--- src/logic/qadc_pkg.sv ---
// Shared constants, types and helpers for the quad converter serial link.
package qadc_pkg;
  localparam int QADC_NCH = 4;
  localparam int QADC_W   = 8;
  localparam int CLK_NS   = 100;

  // Serial timing: four aclk cycles per lane bit, eight bits per frame.
  localparam logic [1:0] PH_LAST  = 2'h3;
  localparam logic [1:0] PH_LOAD  = 2'h0;
  localparam logic [1:0] PH_BCLK  = 2'h2;
  localparam logic [2:0] BIT_LAST = 3'h7;
  localparam logic [2:0] BIT_MSB  = 3'h0;
  localparam logic [2:0] FRAME_HI = 3'h4;

  // Settling and wake-up times.
  localparam int RELOCK_MIN_NS = 1500;
  localparam int RELOCK_MAX_NS = 5000;
  localparam int PD_WAKE_NS    = 375000;
  localparam int STBY_WAKE_NS  = 600;
  localparam int RELOCK_MIN_CYC = (RELOCK_MIN_NS + CLK_NS - 1) / CLK_NS;
  localparam int RELOCK_MAX_CYC = (RELOCK_MAX_NS + CLK_NS - 1) / CLK_NS;
  localparam int PD_WAKE_CYC    = (PD_WAKE_NS + CLK_NS - 1) / CLK_NS;
  localparam int STBY_WAKE_CYC  = (STBY_WAKE_NS + CLK_NS - 1) / CLK_NS;
  localparam int CNT_W = 12;
  localparam logic [CNT_W-1:0] RELOCK_DEV_CNT = CNT_W'(RELOCK_MIN_CYC);
  localparam logic [CNT_W-1:0] RELOCK_WAIT_CNT = CNT_W'(RELOCK_MAX_CYC);
  localparam logic [CNT_W-1:0] PD_WAKE_CNT = CNT_W'(PD_WAKE_CYC);
  localparam logic [CNT_W-1:0] STBY_WAKE_CNT = CNT_W'(STBY_WAKE_CYC);

  // Sample rates in MSPS.
  localparam logic [7:0] DCS_MIN_MHZ  = 8'h14;
  localparam logic [7:0] RATE_MIN     = 8'h0a;
  localparam logic [7:0] RATE_MIN_LOW = 8'h05;
  localparam logic [7:0] RATE_MAX     = 8'h64;
  localparam logic [7:0] RATE_RST     = 8'h64;

  typedef struct packed {
    logic [3:0] chan_pd;
    logic       pll_low_rate;
    logic       low_swing;
    logic       standby;
    logic       twos_comp;
    logic       dcs_enable;
  } qadc_cfg_s;

  localparam qadc_cfg_s CFG_RST = '{4'h0, 1'b0, 1'b0, 1'b0, 1'b0, 1'b1};

  // Control register fields and register map.
  localparam int CTRL_PD     = 0;
  localparam int CTRL_DCS    = 1;
  localparam int CTRL_TWOS   = 2;
  localparam int CTRL_STBY   = 3;
  localparam int CTRL_LOWSW  = 4;
  localparam int CTRL_PLLLOW = 5;
  localparam int CTRL_ODM    = 6;
  localparam int CTRL_CHPD   = 8;
  localparam logic [31:0] CTRL_RST = 32'h0000_0002;
  localparam int STAT_READY = 0;
  localparam int STAT_ALIGN = 1;
  localparam int STAT_WAIT  = 2;
  localparam int ADDR_W = 8;
  localparam logic [ADDR_W-1:0] OFS_CTRL   = 8'h00;
  localparam logic [ADDR_W-1:0] OFS_STATUS = 8'h04;
  localparam logic [ADDR_W-1:0] OFS_DATA   = 8'h08;
  localparam logic [ADDR_W-1:0] OFS_RATE   = 8'h0c;
  localparam logic [1:0] RESP_OKAY   = 2'h0;
  localparam logic [1:0] RESP_SLVERR = 2'h2;

  // Offset binary is the native code; twos complement flips the top bit.
  function automatic logic [QADC_W-1:0] qadc_code(
    input logic [QADC_W-1:0] s,
    input logic              twos);
    qadc_code = twos ? {~s[QADC_W-1], s[QADC_W-2:0]} : s;
  endfunction

  function automatic logic [31:0] qadc_wmask(
    input logic [31:0] old,
    input logic [31:0] data,
    input logic [3:0]  strb);
    qadc_wmask = old;
    for (int b = 0; b < 4; b++) begin
      if (strb[b]) begin
        qadc_wmask[b*8 +: 8] = data[b*8 +: 8];
      end
    end
  endfunction
endpackage

--- src/logic/qadc_if.sv ---
// Link between the converter end and the receiver end.
`timescale 1ns/1ps
interface qadc_if;
  logic                power_down_pin;
  logic                serial_io_output_mode_pin;
  qadc_pkg::qadc_cfg_s cfg;
  logic [7:0]          sample_rate;
  logic                bit_clock_out;
  logic                byte_frame_clock_out;
  logic [3:0]          lane;
  logic                link_oe;
  logic                low_swing;

  modport dev (
    input  power_down_pin, serial_io_output_mode_pin, cfg, sample_rate,
    output bit_clock_out, byte_frame_clock_out, lane, link_oe, low_swing
  );
  modport rcv (
    output power_down_pin, serial_io_output_mode_pin, cfg, sample_rate,
    input  bit_clock_out, byte_frame_clock_out, lane, link_oe, low_swing
  );
endinterface

--- src/logic/qadc_receiver.sv ---
// Receiver end: AXI4-Lite control registers and lane capture.
//
// Register access over AXI4-Lite and the register addresses were left to the implementer.
`timescale 1ns/1ps
module qadc_receiver import qadc_pkg::*; (
  // Clock and reset
  input  wire logic              aclk,
  input  wire logic              aresetn,
  // Link to the converter
  qadc_if.rcv                    link,
  // AXI4-Lite slave
  input  wire logic [ADDR_W-1:0] awaddr,
  input  wire logic              awvalid,
  output logic                   awready,
  input  wire logic [31:0]       wdata,
  input  wire logic [3:0]        wstrb,
  input  wire logic              wvalid,
  output logic                   wready,
  output logic [1:0]             bresp,
  output logic                   bvalid,
  input  wire logic              bready,
  input  wire logic [ADDR_W-1:0] araddr,
  input  wire logic              arvalid,
  output logic                   arready,
  output logic [31:0]            rdata,
  output logic [1:0]             rresp,
  output logic                   rvalid,
  input  wire logic              rready,
  // Captured samples, channel 0 in the low byte
  output logic [31:0]            sample_word,
  output logic                   sample_valid,
  output logic                   link_ready
);
  logic [5:0]        sync1;
  logic [5:0]        sync2;
  logic [31:0]       ctrl;
  logic [31:0]       next_ctrl;
  logic [7:0]        rate;
  logic [7:0]        next_rate;
  logic              aw_full;
  logic              next_aw_full;
  logic              w_full;
  logic              next_w_full;
  logic [ADDR_W-1:0] aw_q;
  logic [ADDR_W-1:0] next_aw_q;
  logic [31:0]       wd_q;
  logic [31:0]       next_wd_q;
  logic [3:0]        ws_q;
  logic [3:0]        next_ws_q;
  logic [1:0]        next_bresp;
  logic              next_bvalid;
  logic [31:0]       next_rdata;
  logic [1:0]        next_rresp;
  logic              next_rvalid;
  logic              bprev;
  logic              fprev;
  logic [2:0]        cnt;
  logic [2:0]        next_cnt;
  logic [7:0]        sh [QADC_NCH];
  logic [7:0]        next_sh [QADC_NCH];
  logic              aligned;
  logic              next_aligned;
  logic [CNT_W-1:0]  wait_cnt;
  logic [CNT_W-1:0]  next_wait;
  logic [31:0]       next_word;
  logic              next_valid;
  logic              next_ready;

  // Link clocks and lanes arrive from outside and pass two flip-flops.
  always_ff @(posedge aclk) begin
    if (!aresetn) begin
      sync1 <= '0;
      sync2 <= '0;
    end else begin
      sync1 <= {link.bit_clock_out, link.byte_frame_clock_out, link.lane};
      sync2 <= sync1;
    end
  end

  always_comb begin
    logic [31:0] status;
    status       = '0;
    next_ctrl    = ctrl;
    next_rate    = rate;
    next_aw_full = aw_full | (awvalid & awready);
    next_w_full  = w_full | (wvalid & wready);
    next_aw_q    = (awvalid & awready) ? awaddr : aw_q;
    next_wd_q    = (wvalid & wready) ? wdata : wd_q;
    next_ws_q    = (wvalid & wready) ? wstrb : ws_q;
    next_bresp   = bresp;
    next_bvalid  = bvalid & ~bready;
    next_rdata   = rdata;
    next_rresp   = rresp;
    next_rvalid  = rvalid & ~rready;
    next_wait    = (wait_cnt != '0) ? wait_cnt - 1'b1 : wait_cnt;

    if (aw_full && w_full && !bvalid) begin
      next_aw_full = 1'b0;
      next_w_full  = 1'b0;
      next_bvalid  = 1'b1;
      next_bresp   = RESP_OKAY;
      unique case (aw_q)
        OFS_CTRL: next_ctrl = qadc_wmask(ctrl, wd_q, ws_q);
        OFS_RATE: begin
          next_rate = 8'(qadc_wmask({24'h0, rate}, wd_q, ws_q));
          // RULE4 wait out the relock
          if (next_wait < RELOCK_WAIT_CNT) begin
            next_wait = RELOCK_WAIT_CNT;
          end
        end
        OFS_STATUS, OFS_DATA: next_bresp = RESP_OKAY;
        default: next_bresp = RESP_SLVERR;
      endcase
    end
    // RULE9 allow full recovery time
    if (ctrl[CTRL_PD] && !next_ctrl[CTRL_PD]) begin
      next_wait = PD_WAKE_CNT;
    end

    status[STAT_READY] = link_ready;
    status[STAT_ALIGN] = aligned;
    status[STAT_WAIT]  = wait_cnt != '0;
    if (arvalid && arready) begin
      next_rvalid = 1'b1;
      next_rresp  = RESP_OKAY;
      unique case (araddr)
        OFS_CTRL:   next_rdata = ctrl;
        OFS_STATUS: next_rdata = status;
        OFS_DATA:   next_rdata = sample_word;
        OFS_RATE:   next_rdata = {24'h0, rate};
        default: begin
          next_rdata = '0;
          next_rresp = RESP_SLVERR;
        end
      endcase
    end
  end

  always_comb begin
    next_cnt     = cnt;
    next_sh      = sh;
    next_aligned = aligned;
    next_word    = sample_word;
    next_valid   = 1'b0;
    if (ctrl[CTRL_PD]) begin
      next_aligned = 1'b0;
      next_cnt     = '0;
    end else if (sync2[4] && !fprev) begin
      // RULE19 frame rise sets byte start
      next_aligned = 1'b1;
      next_cnt     = '0;
    end else if (sync2[5] != bprev) begin
      // RULE18 capture on both edges
      // RULE16 eight bits per sample
      next_cnt = cnt + 1'b1;
      for (int i = 0; i < QADC_NCH; i++) begin
        next_sh[i] = {sh[i][6:0], sync2[i]};
        next_word[i*QADC_W +: QADC_W] = next_sh[i];
      end
      next_valid = aligned && cnt == BIT_LAST;
      if (!next_valid) begin
        next_word = sample_word;
      end
    end
    next_ready = aligned && wait_cnt == '0 && !ctrl[CTRL_PD];
  end

  always_ff @(posedge aclk) begin
    if (!aresetn) begin
      ctrl         <= CTRL_RST;
      rate         <= RATE_RST;
      aw_full      <= 1'b0;
      w_full       <= 1'b0;
      aw_q         <= '0;
      wd_q         <= '0;
      ws_q         <= '0;
      awready      <= 1'b0;
      wready       <= 1'b0;
      bresp        <= RESP_OKAY;
      bvalid       <= 1'b0;
      arready      <= 1'b0;
      rdata        <= '0;
      rresp        <= RESP_OKAY;
      rvalid       <= 1'b0;
      bprev        <= 1'b0;
      fprev        <= 1'b0;
      cnt          <= '0;
      sh           <= '{default: '0};
      aligned      <= 1'b0;
      wait_cnt     <= PD_WAKE_CNT;
      sample_word  <= '0;
      sample_valid <= 1'b0;
      link_ready   <= 1'b0;
    end else begin
      ctrl         <= next_ctrl;
      rate         <= next_rate;
      aw_full      <= next_aw_full;
      w_full       <= next_w_full;
      aw_q         <= next_aw_q;
      wd_q         <= next_wd_q;
      ws_q         <= next_ws_q;
      awready      <= ~next_aw_full;
      wready       <= ~next_w_full;
      bresp        <= next_bresp;
      bvalid       <= next_bvalid;
      arready      <= ~next_rvalid;
      rdata        <= next_rdata;
      rresp        <= next_rresp;
      rvalid       <= next_rvalid;
      bprev        <= sync2[5];
      fprev        <= sync2[4];
      cnt          <= next_cnt;
      sh           <= next_sh;
      aligned      <= next_aligned;
      wait_cnt     <= next_wait;
      sample_word  <= next_word;
      sample_valid <= next_valid;
      link_ready   <= next_ready;
    end
  end

  // RULE6 pin level owned here
  assign link.power_down_pin            = ctrl[CTRL_PD];
  assign link.serial_io_output_mode_pin = ctrl[CTRL_ODM];
  assign link.sample_rate               = rate;
  assign link.cfg = '{ctrl[CTRL_CHPD +: 4], ctrl[CTRL_PLLLOW],
                      ctrl[CTRL_LOWSW], ctrl[CTRL_STBY],
                      ctrl[CTRL_TWOS], ctrl[CTRL_DCS]};
endmodule

--- src/flat_wrapper.sv ---
// flat-port wrapper written by rule: the top's interface ports become plain ports
module qadc_receiver_flat import qadc_pkg::*;
  (aclk, aresetn, awaddr, awvalid, awready, wdata, wstrb, wvalid, wready, bresp, bvalid, bready, araddr, arvalid, arready, rdata, rresp, rvalid, rready, sample_word, sample_valid, link_ready, link_power_down_pin, link_serial_io_output_mode_pin, link_cfg, link_sample_rate, link_bit_clock_out, link_byte_frame_clock_out, link_lane, link_link_oe, link_low_swing);
  qadc_if link_i ();
  input  wire logic aclk;
  input  wire logic aresetn;
  input  wire logic [ADDR_W-1:0] awaddr;
  input  wire logic awvalid;
  output logic awready;
  input  wire logic [31:0] wdata;
  input  wire logic [3:0] wstrb;
  input  wire logic wvalid;
  output logic wready;
  output logic [1:0] bresp;
  output logic bvalid;
  input  wire logic bready;
  input  wire logic [ADDR_W-1:0] araddr;
  input  wire logic arvalid;
  output logic arready;
  output logic [31:0] rdata;
  output logic [1:0] rresp;
  output logic rvalid;
  input  wire logic rready;
  output logic [31:0] sample_word;
  output logic sample_valid;
  output logic link_ready;
  output wire logic [$bits(link_i.power_down_pin)-1:0] link_power_down_pin;
  output wire logic [$bits(link_i.serial_io_output_mode_pin)-1:0] link_serial_io_output_mode_pin;
  output wire logic [$bits(link_i.cfg)-1:0] link_cfg;
  output wire logic [$bits(link_i.sample_rate)-1:0] link_sample_rate;
  input wire logic [$bits(link_i.bit_clock_out)-1:0] link_bit_clock_out;
  input wire logic [$bits(link_i.byte_frame_clock_out)-1:0] link_byte_frame_clock_out;
  input wire logic [$bits(link_i.lane)-1:0] link_lane;
  input wire logic [$bits(link_i.link_oe)-1:0] link_link_oe;
  input wire logic [$bits(link_i.low_swing)-1:0] link_low_swing;
  assign link_power_down_pin = link_i.power_down_pin;
  assign link_serial_io_output_mode_pin = link_i.serial_io_output_mode_pin;
  assign link_cfg = link_i.cfg;
  assign link_sample_rate = link_i.sample_rate;
  assign link_i.bit_clock_out = link_bit_clock_out;
  assign link_i.byte_frame_clock_out = link_byte_frame_clock_out;
  assign link_i.lane = link_lane;
  assign link_i.link_oe = link_link_oe;
  assign link_i.low_swing = link_low_swing;
  qadc_receiver u_core (.aclk(aclk), .aresetn(aresetn), .link(link_i), .awaddr(awaddr), .awvalid(awvalid), .awready(awready), .wdata(wdata), .wstrb(wstrb), .wvalid(wvalid), .wready(wready), .bresp(bresp), .bvalid(bvalid), .bready(bready), .araddr(araddr), .arvalid(arvalid), .arready(arready), .rdata(rdata), .rresp(rresp), .rvalid(rvalid), .rready(rready), .sample_word(sample_word), .sample_valid(sample_valid), .link_ready(link_ready));
endmodule
--- config.mk ---
export PLATFORM = sky130hd
export DESIGN_NAME = qadc_receiver_flat
export DESIGN_NICKNAME = d
export VERILOG_FILES = /design/src/logic/qadc_pkg.sv /design/src/logic/qadc_if.sv /design/src/logic/qadc_receiver.sv /design/src/flat_wrapper.sv
export SDC_FILE = /design/constraint.sdc
export NUM_CORES = 1
export LEC_CHECK = 0
export BUFFER_PORTS_ARGS = -buffer_cell sky130_fd_sc_hd__buf_2
export CORE_AREA = 2 2 133 135
export DETAILED_ROUTE_END_ITERATION = 8
export DIE_AREA = 0 0 135 137
export PLACE_DENSITY = 0.79
export RECOVER_POWER = 50
export SLEW_MARGIN = 20
export SYNTH_ARGS = -nofsm -noshare
export SYNTH_HDL_FRONTEND = slang
export SYNTH_SLANG_ARGS = --single-unit
--- constraint.sdc ---
create_clock -name aclk -period 2.3 [get_ports aclk]
set_clock_uncertainty 0.15 [all_clocks]
set_input_delay 0.575 -clock aclk [delete_from_list [all_inputs] [get_ports aclk]]
set_output_delay 0.575 -clock aclk [all_outputs]
set_load 0.005 [all_outputs]
==> results of run 1 <==
[state kept, by name, summed over array words and instances (netlist names), 6 cells and up]
signal and cells:
u_core.ctrl 32, u_core.sample_word 32, u_core.wd_q 32, u_core.wait_cnt 12, u_core.sync2 6, u_core.rdata 32
u_core.aw_q 8, u_core.link.sample_rate 8, u_core.sh 28, u_core.sync1 6
[power groups by stage]
stage	sequential, mW	combinational (mW)	clock (mW)
6_report	3.88	0.423	3.49
5_1_grt	3.89	0.468	3.70
2_1_floorplan	3.95	0.250	0
3_5_place_dp	3.96	0.418	0
4_1_cts	3.88	0.426	3.54
3_3_place_gp	3.96	0.412	0
[logic make-up (layout without fill, tap and decap cells)]
family          count (synthesis)  in the layout  share of synthesized area (%)
flops                         217            217                           52.6
fa+ha+maj                       3              3                          0.454
compound gates                230            230                           16.7
other cells                     1              4                         0.0454
buf+inv                        83            256                           4.34
xor+xnor                        4              4                          0.424
simple gates                  423            423                           22.5
mux                            21             21                           3.01
[layout by cell type, fill, tap and decap left out, drive strengths merged, types with 3 or more instances in the layout]
cell type / instances
nor2: 55
o21ai: 13
a22oi: 31
mux2i: 17
a211oi: 3
nor2b: 3
dfxtp: 217
and3: 4
buf: 170
nor3: 9
or2: 5
a22o: 24
ha: 3
nand3: 43
nand2b: 4
clkbuf: 77
nand2: 258
nor3b: 3
nor4: 4
clkinv: 4
or3: 6
and2: 20
mux4: 3
o211ai: 3
or4: 3
a21oi: 146
inv: 4
[metrics by stage]
stage          cell area [sq um]  util (%)  cells  total power, mW
2_1_floorplan               8310         -    983             4.20
3_3_place_gp                9510      55.7   1340             4.37
3_5_place_dp                9510      55.7   1340             4.38
4_1_cts                    10200      60.1   1380             7.85
5_1_grt                    10200      60.0   1382             8.06
6_report                   10200      60.0   1383             7.79
[worst max-delay path, delay by kind of cell, from the launching register on]
kind                     cells  cell delay, ns
flip-flops                   1            0.33
buffers and inverters        2            0.23
AND/OR/NAND/NOR              3            1.02
AO/OA/AOI/OAI                3            0.44
adder cells (fa/ha/maj)      1            0.13
[final timing paths]
kind / start / end / slack (ns) / depth (start not counted)
min: link_lane[3] / u_core.sync1[3] / 0.13 / 2
max reg2reg: u_core.wait_cnt[1] / u_core.wait_cnt[5] / -0.12 / 9
min reg2reg: u_core.sync1[4] / u_core.sync2[4] / 0.28 / 1
max: u_core.wait_cnt[1] / u_core.wait_cnt[5] / -0.12 / 9
[synthesized netlist by cell type (3+ instances only)]
cell type | n | area share [%]
nand2b_1 | 4 | 0.30
mux2i_1 | 17 | 2.1
o211ai_1 | 3 | 0.27
and3_1 | 4 | 0.30
inv_1 | 4 | 0.18
mux4_2 | 3 | 0.82
and2_1 | 20 | 1.5
nor2_1 | 55 | 2.5
buf_2 | 5 | 0.30
or2_2 | 5 | 0.38
nor2b_1 | 3 | 0.23
ha_1 | 3 | 0.45
or3_1 | 6 | 0.45
a211oi_1 | 3 | 0.27
nand2_1 | 258 | 12
clkbuf_1 | 61 | 2.8
a22oi_1 | 31 | 2.8
a21oi_1 | 146 | 8.8
nor3_1 | 9 | 0.54
o21ai_0 | 12 | 0.73
buf_4 | 11 | 1.0
a22o_1 | 24 | 2.5
nand3_1 | 43 | 2.6
dfxtp_1 | 217 | 53
[layer usage]
metal  part of all wire (%)  track usage (%)  vias up
met5                  0.045                0        -
met4                    3.1             9.03        2
met3                    6.9             4.22       51
met2                     48             39.5      265
met1                     42             30.0     3526
li1                       -                -     3655
[layout make-up]
class | instances | area, sq um | share of cell area, %
Multi-Input combinational cell | 683 | 3670 | 35.9
Sequential cell | 217 | 4350 | 42.5
Timing Repair Buffer | 214 | 1200 | 11.7
Clock inverter | 5 | 61.3 | 0.599
Inverter | 4 | 17.5 | 0.171
Antenna cell | 2 | 5.00 | 0.0489
Tap cell | 225 | 282 | 2.75
Clock buffer | 33 | 652 | 6.37
[repair_timing]
| item | 4_1_cts | 5_1_grt |
|---|---|---|
| pin swaps | 6 | 2 |
| endpoints found under the setup margin | 10 | 31 |
| gates resized for setup | 5 | 13 |
| buffers inserted | 2 | 1 |
==> metrics.md, run 1 <==
| Metric | Value |
|---|---|
| Status | `finished with violations` |
| Failing checks | `negative setup slack` |
| First-pass GRT wire length | `35100 um` |
| Initial DRC Count | `slightly below 600` |
| Synth Area per Inst | `8.42 sq um` |
| Placer Congestion | `0.905` |
| Filler Cell Count | `1503` |
| Core area | `17100 sq um` |
| Synth unique cells | `52` |
| Clock power share | `~45%` |
| VDD IR max | `0.599 mV` |
| Fin. Hold Viols | `0` |
| Maximum root-to-sink buffer count | `3` |
| Number of global-route vias before repair | `approximately 7000` |
| Final setup viols | `6` |
| Pwr/cell area | `about 760 nW/um^2` |
| Seq cells post-synth | `217` |
| Drt total wl | `22300 um` |
| Clock-pin slew on the worst setup and hold paths | `roughly 0.060 ns` |
| Internal power | `a little over 6 mW` |
| Crit. End Element | `register` |
| Die Span Y | `137 um` |
| Initial antenna violation count | `3` |
| Required @ worst endpoint | `between 2 and 3 ns` |
| Largest net degree at the start of global routing | `86` |
| Synth Warn # | `0` |
| Worst setup margin | `-0.123 ns` |
| Main flop type after synthesis | `dfxtp_1` |
| Cts hold-fix bufs | `0` |
| DIE WIDTH | `about 140 um` |
| Async SR Flop Fraction | `0%` |
| H-tree depth | `1` |
| Vias/cell | `5.42` |
| Hold Crit Class | `in -> reg` |
| Critical Path Source Type | `register` |
| Sw Share | `22.2%` |
| Clk sinks | `217` |
| CTS Buf Count | `22` |
| Clock Latency Late Sink | `0.50 ns` |
| Sequential fraction of the synthesis area | `52.6%` |
| Final Slew Violations | `0` |
| CP max stage delay | `~0.40 ns` |
| Setup TNS | `-0.541 ns` |
| Worst-path cell chain | `inv_2, ha_4, or3b_4, or3_1, o211ai_1, buf_4, a211o_4, a21oi_1, or3_1` |
| Largest fanout on the critical path | `8` |
| First-pass DRT Iterations | `5` |
| Leak | `3.87 nW` |
| Crit-path slowest cell | `or3b_4` |
| Drt wl/cell | `16.1 um` |
| Initial cell density of the core | `between 40% and 50%` |
| Root Buffer | `clkbuf_16` |
| Gr ovfl total | `0` |
| Routed vias | `~7500` |
| Post-synth EDFFs | `0` |
| Final Hold Slack | `0.132 ns` |
| Net Switching | `1.73 mW` |
| Sequential power share | `49.8%` |
| Post-layout min period | `2.42 ns` |
| Layout cells sized above 1 | `21.3%` |
| Area Growth Syn to Fin | `23.8%` |
| Worst-Margin Slew | `0.912 ns` |
| Number of port buffers | `156` |
| Area of the die | `18500 sq um` |
| DP HPWL | `15200 um` |
| Drt drc | `0` |
| Highest Clock Rate | `413 MHz` |
| Core Rows | `between 40 and 50` |
| Mapped Area | `8270 sq um` |
| Dpl ws | `-0.167 ns` |
| Slew margin rel. | `approximately two fifths` |
| Syn Inst Count | `982` |
| DRT antenna net count | `0` |
| Tcrit/Tclk final | `105%` |
| Critical Path Most Common Cell | `or3_1` |
| Total GRT Usage | `a little under a quarter` |
| Combinational Power Share | `under 10%` |
| TritonCTS clock tree | `built` |
| RSZ-0062 raised after global routing | `true` |
| Final nets | `1212` |
| # IOs | `161` |
| Max Cap Viol | `0` |
| WS Path Type | `reg -> reg` |
| Crit path arrival time | `2.65 ns` |
No activity file was read; power rests on OpenSTA's default activity.
==> run 2: changes to the inputs <==
--- a/config.mk
+++ b/config.mk
@@ -10,7 +10,6 @@
 export DETAILED_ROUTE_END_ITERATION = 8
 export DIE_AREA = 0 0 135 137
 export PLACE_DENSITY = 0.79
-export RECOVER_POWER = 50
 export SLEW_MARGIN = 20
 export SYNTH_ARGS = -nofsm -noshare
 export SYNTH_HDL_FRONTEND = slang
==> metrics.md, run 2 (same netlist as run 1, synthesis figures left out) <==
| Metric | Value |
|---|---|
| Layout cells sized above 1 | `24.8%` |
| Max Cap Viol | `0` |
| Sequential power share | `49.7%` |
| Drt drc | `0` |
| Setup TNS | `-0.538 ns` |
| Final cell count without fillers | `between 1000 and 1500` |
| Pwr/cell area | `757 nW/um^2` |
| Vias/cell | `5.40` |
| H-tree depth | `1` |
| Largest fanout on the critical path | `8` |
| CP max stage delay | `0.40 ns` |
| TritonCTS clock tree | `built` |
| Initial cell density of the core | `48.5%` |
| Worst setup margin | `-0.123 ns` |
| WS Path Type | `reg -> reg` |
| Crit path arrival time | `2.65 ns` |
| Drt wl/cell | `approximately 16 um` |
| Area of the die | `18500 sq um` |
| Clk sinks | `about 220` |
| Total GRT Usage | `23.4%` |
| CP bufs+invs | `2` |
| Routed vias | `about 7500` |
| Gr ovfl total | `0` |
| Core Rows | `48` |
| Commonest non-fill, non-tap cells in the layout | `nand2_1, dfxtp_1, buf_2, a21oi_1, nor2_1` |
| DP HPWL | `about 15000 um` |
| First-pass GRT wire length | `roughly 35000 um` |
| Tcrit/Tclk final | `105%` |
| Initial antenna violation count | `3` |
| Largest net degree at the start of global routing | `between 80 and 90` |
| Critical Path Source Type | `register` |
| Failing checks | `negative setup slack` |
| Die Span Y | `137 um` |
| Internal power | `6.07 mW` |
| Drt total wl | `22300 um` |
| Placer Congestion | `between 0.9 and 1` |
| Leak | `4.05 nW` |
| Initial DRC Count | `622` |
| Final Slew Violations | `0` |
| Filler Cell Count | `1467` |
| Clock Latency Late Sink | `0.50 ns` |
| Crit. End Element | `register` |
| Final Hold Slack | `~0.13 ns` |
| Area Growth Syn to Fin | `24.8%` |
| Sw Share | `22.2%` |
| Clock power share | `44.7%` |
| Most common cell after layout, fill and taps aside | `nand2_1` |
| # placed instances | `1340` |
| Required @ worst endpoint | `2.52 ns` |
| RSZ-0062 raised after global routing | `true` |
| Highest Clock Rate | `413 MHz` |
| CTS Buf Count | `22` |
| Root Buffer | `clkbuf_16` |
| First-pass DRT Iterations | `7` |
| Status | `finished with violations` |
| Combinational Power Share | `under 10%` |
| Core area | `17100 sq um` |
| Post-layout min period | `2.42 ns` |
| Clock-pin slew on the worst setup and hold paths | `0.06 ns` |
| Number of global-route vias before repair | `approximately 7000` |
| Final nets | `1212` |
| Worst-path cell chain | `inv_2, ha_4, or3b_4, or3_1, o211ai_1, buf_4, a211o_4, a21oi_1, or3_1` |
| Net Switching | `1.73 mW` |
| DRT antenna net count | `0` |
| DIE WIDTH | `135 um` |
| Number of port buffers | `156` |
| # IOs | `161` |
| Fin. Hold Viols | `0` |
| Critical Path Most Common Cell | `or3_1` |
| VDD IR max | `between 0.6 and 0.7 mV` |
| Maximum root-to-sink buffer count | `3` |
| Crit-path slowest cell | `or3b_4` |
| Final setup viols | `6` |
| Hold Crit Class | `in -> reg` |
| CP top delay family | `simple AND/OR/NAND/NOR gates` |
==> run 2: changes by cell type in the layout (fill, tap and decap cells not counted), sizes merged <==
| cell | delta |
|---|---|
| buf | +44 |
| clkbuf | -44 |
==> run 2: metal layers <==
layer | track usage, % | up-vias | part of all wire [%]
met5 | 0 | - | 0.045
met3 | 4.22 | 46 | 7.2
met1 | 30.0 | 3509 | 41
met4 | 9.03 | 2 | 2.8
met2 | 39.5 | 264 | 49
li1 | - | 3654 | -
==> run 2: final timing paths <==
| kind | start | to | slack [ns] | depth (start not counted) |
|---|---|---|---|---|
| worst min register to register | u_core.sync1[4] | u_core.sync2[4] | 0.28 | 1 |
| worst max-delay path | u_core.wait_cnt[1] | u_core.wait_cnt[5] | -0.12 | 9 |
| worst max register to register | u_core.wait_cnt[1] | u_core.wait_cnt[5] | -0.12 | 9 |
| worst min-delay path | link_lane[3] | u_core.sync1[3] | 0.13 | 2 |
==> run 2: worst register-to-register path, delay by kind of cell, from the launching register on <==
kind	cells	cell delay, ns
AOI/OAI and AO/OA	3	0.44
DFF	1	0.33
buffers and inverters	2	0.23
and+or+nand+nor	3	1.02
adders and majority gates	1	0.13
==> run 2: stage by stage <==
step | setup WS, ns | cell area, sq um | util, % | total power, mW
after floorplan | -0.0855 | 8310 | - | 4.20
after global placement | -0.115 | 9510 | 55.7 | 4.37
after detailed placement | -0.167 | 9510 | 55.7 | 4.38
after CTS | -0.0804 | 10200 | 60.1 | 7.85
after global routing | -0.188 | 10300 | 60.5 | 8.07
final | -0.123 | 10300 | 60.5 | 7.81
==> run 2: power groups by stage <==
stage | sequential, mW | combinational (mW) | clock [mW]
CTS | 3.88 | 0.426 | 3.54
floorplan | 3.95 | 0.250 | 0
finish | 3.88 | 0.432 | 3.49
global placement | 3.96 | 0.412 | 0
global route | 3.89 | 0.477 | 3.70
detailed placement | 3.96 | 0.418 | 0
==> run 2: final cells by class <==
| class | instances | area [sq um] | area share (%) |
|---|---|---|---|
| diodes | 2 | 5.00 | 0.0485 |
| clock buffers | 33 | 652 | 6.32 |
| clock inverters | 5 | 61.3 | 0.594 |
| inverters | 4 | 17.5 | 0.170 |
| multi-input cells | 683 | 3680 | 35.6 |
| flip-flops and latches | 217 | 4350 | 42.1 |
| well taps | 225 | 282 | 2.73 |
| repair buffers | 214 | 1280 | 12.4 |
==> run 2: repair_timing <==
| action | CTS | global route |
|---|---|---|
| buffers inserted | 2 | 1 |
| setup endpoints to repair | 10 | 31 |
| gates resized for setup | 5 | 13 |
| cloned | 0 | 0 |
| hold buffers | 0 | 0 |
| pin swaps | 6 | 2 |
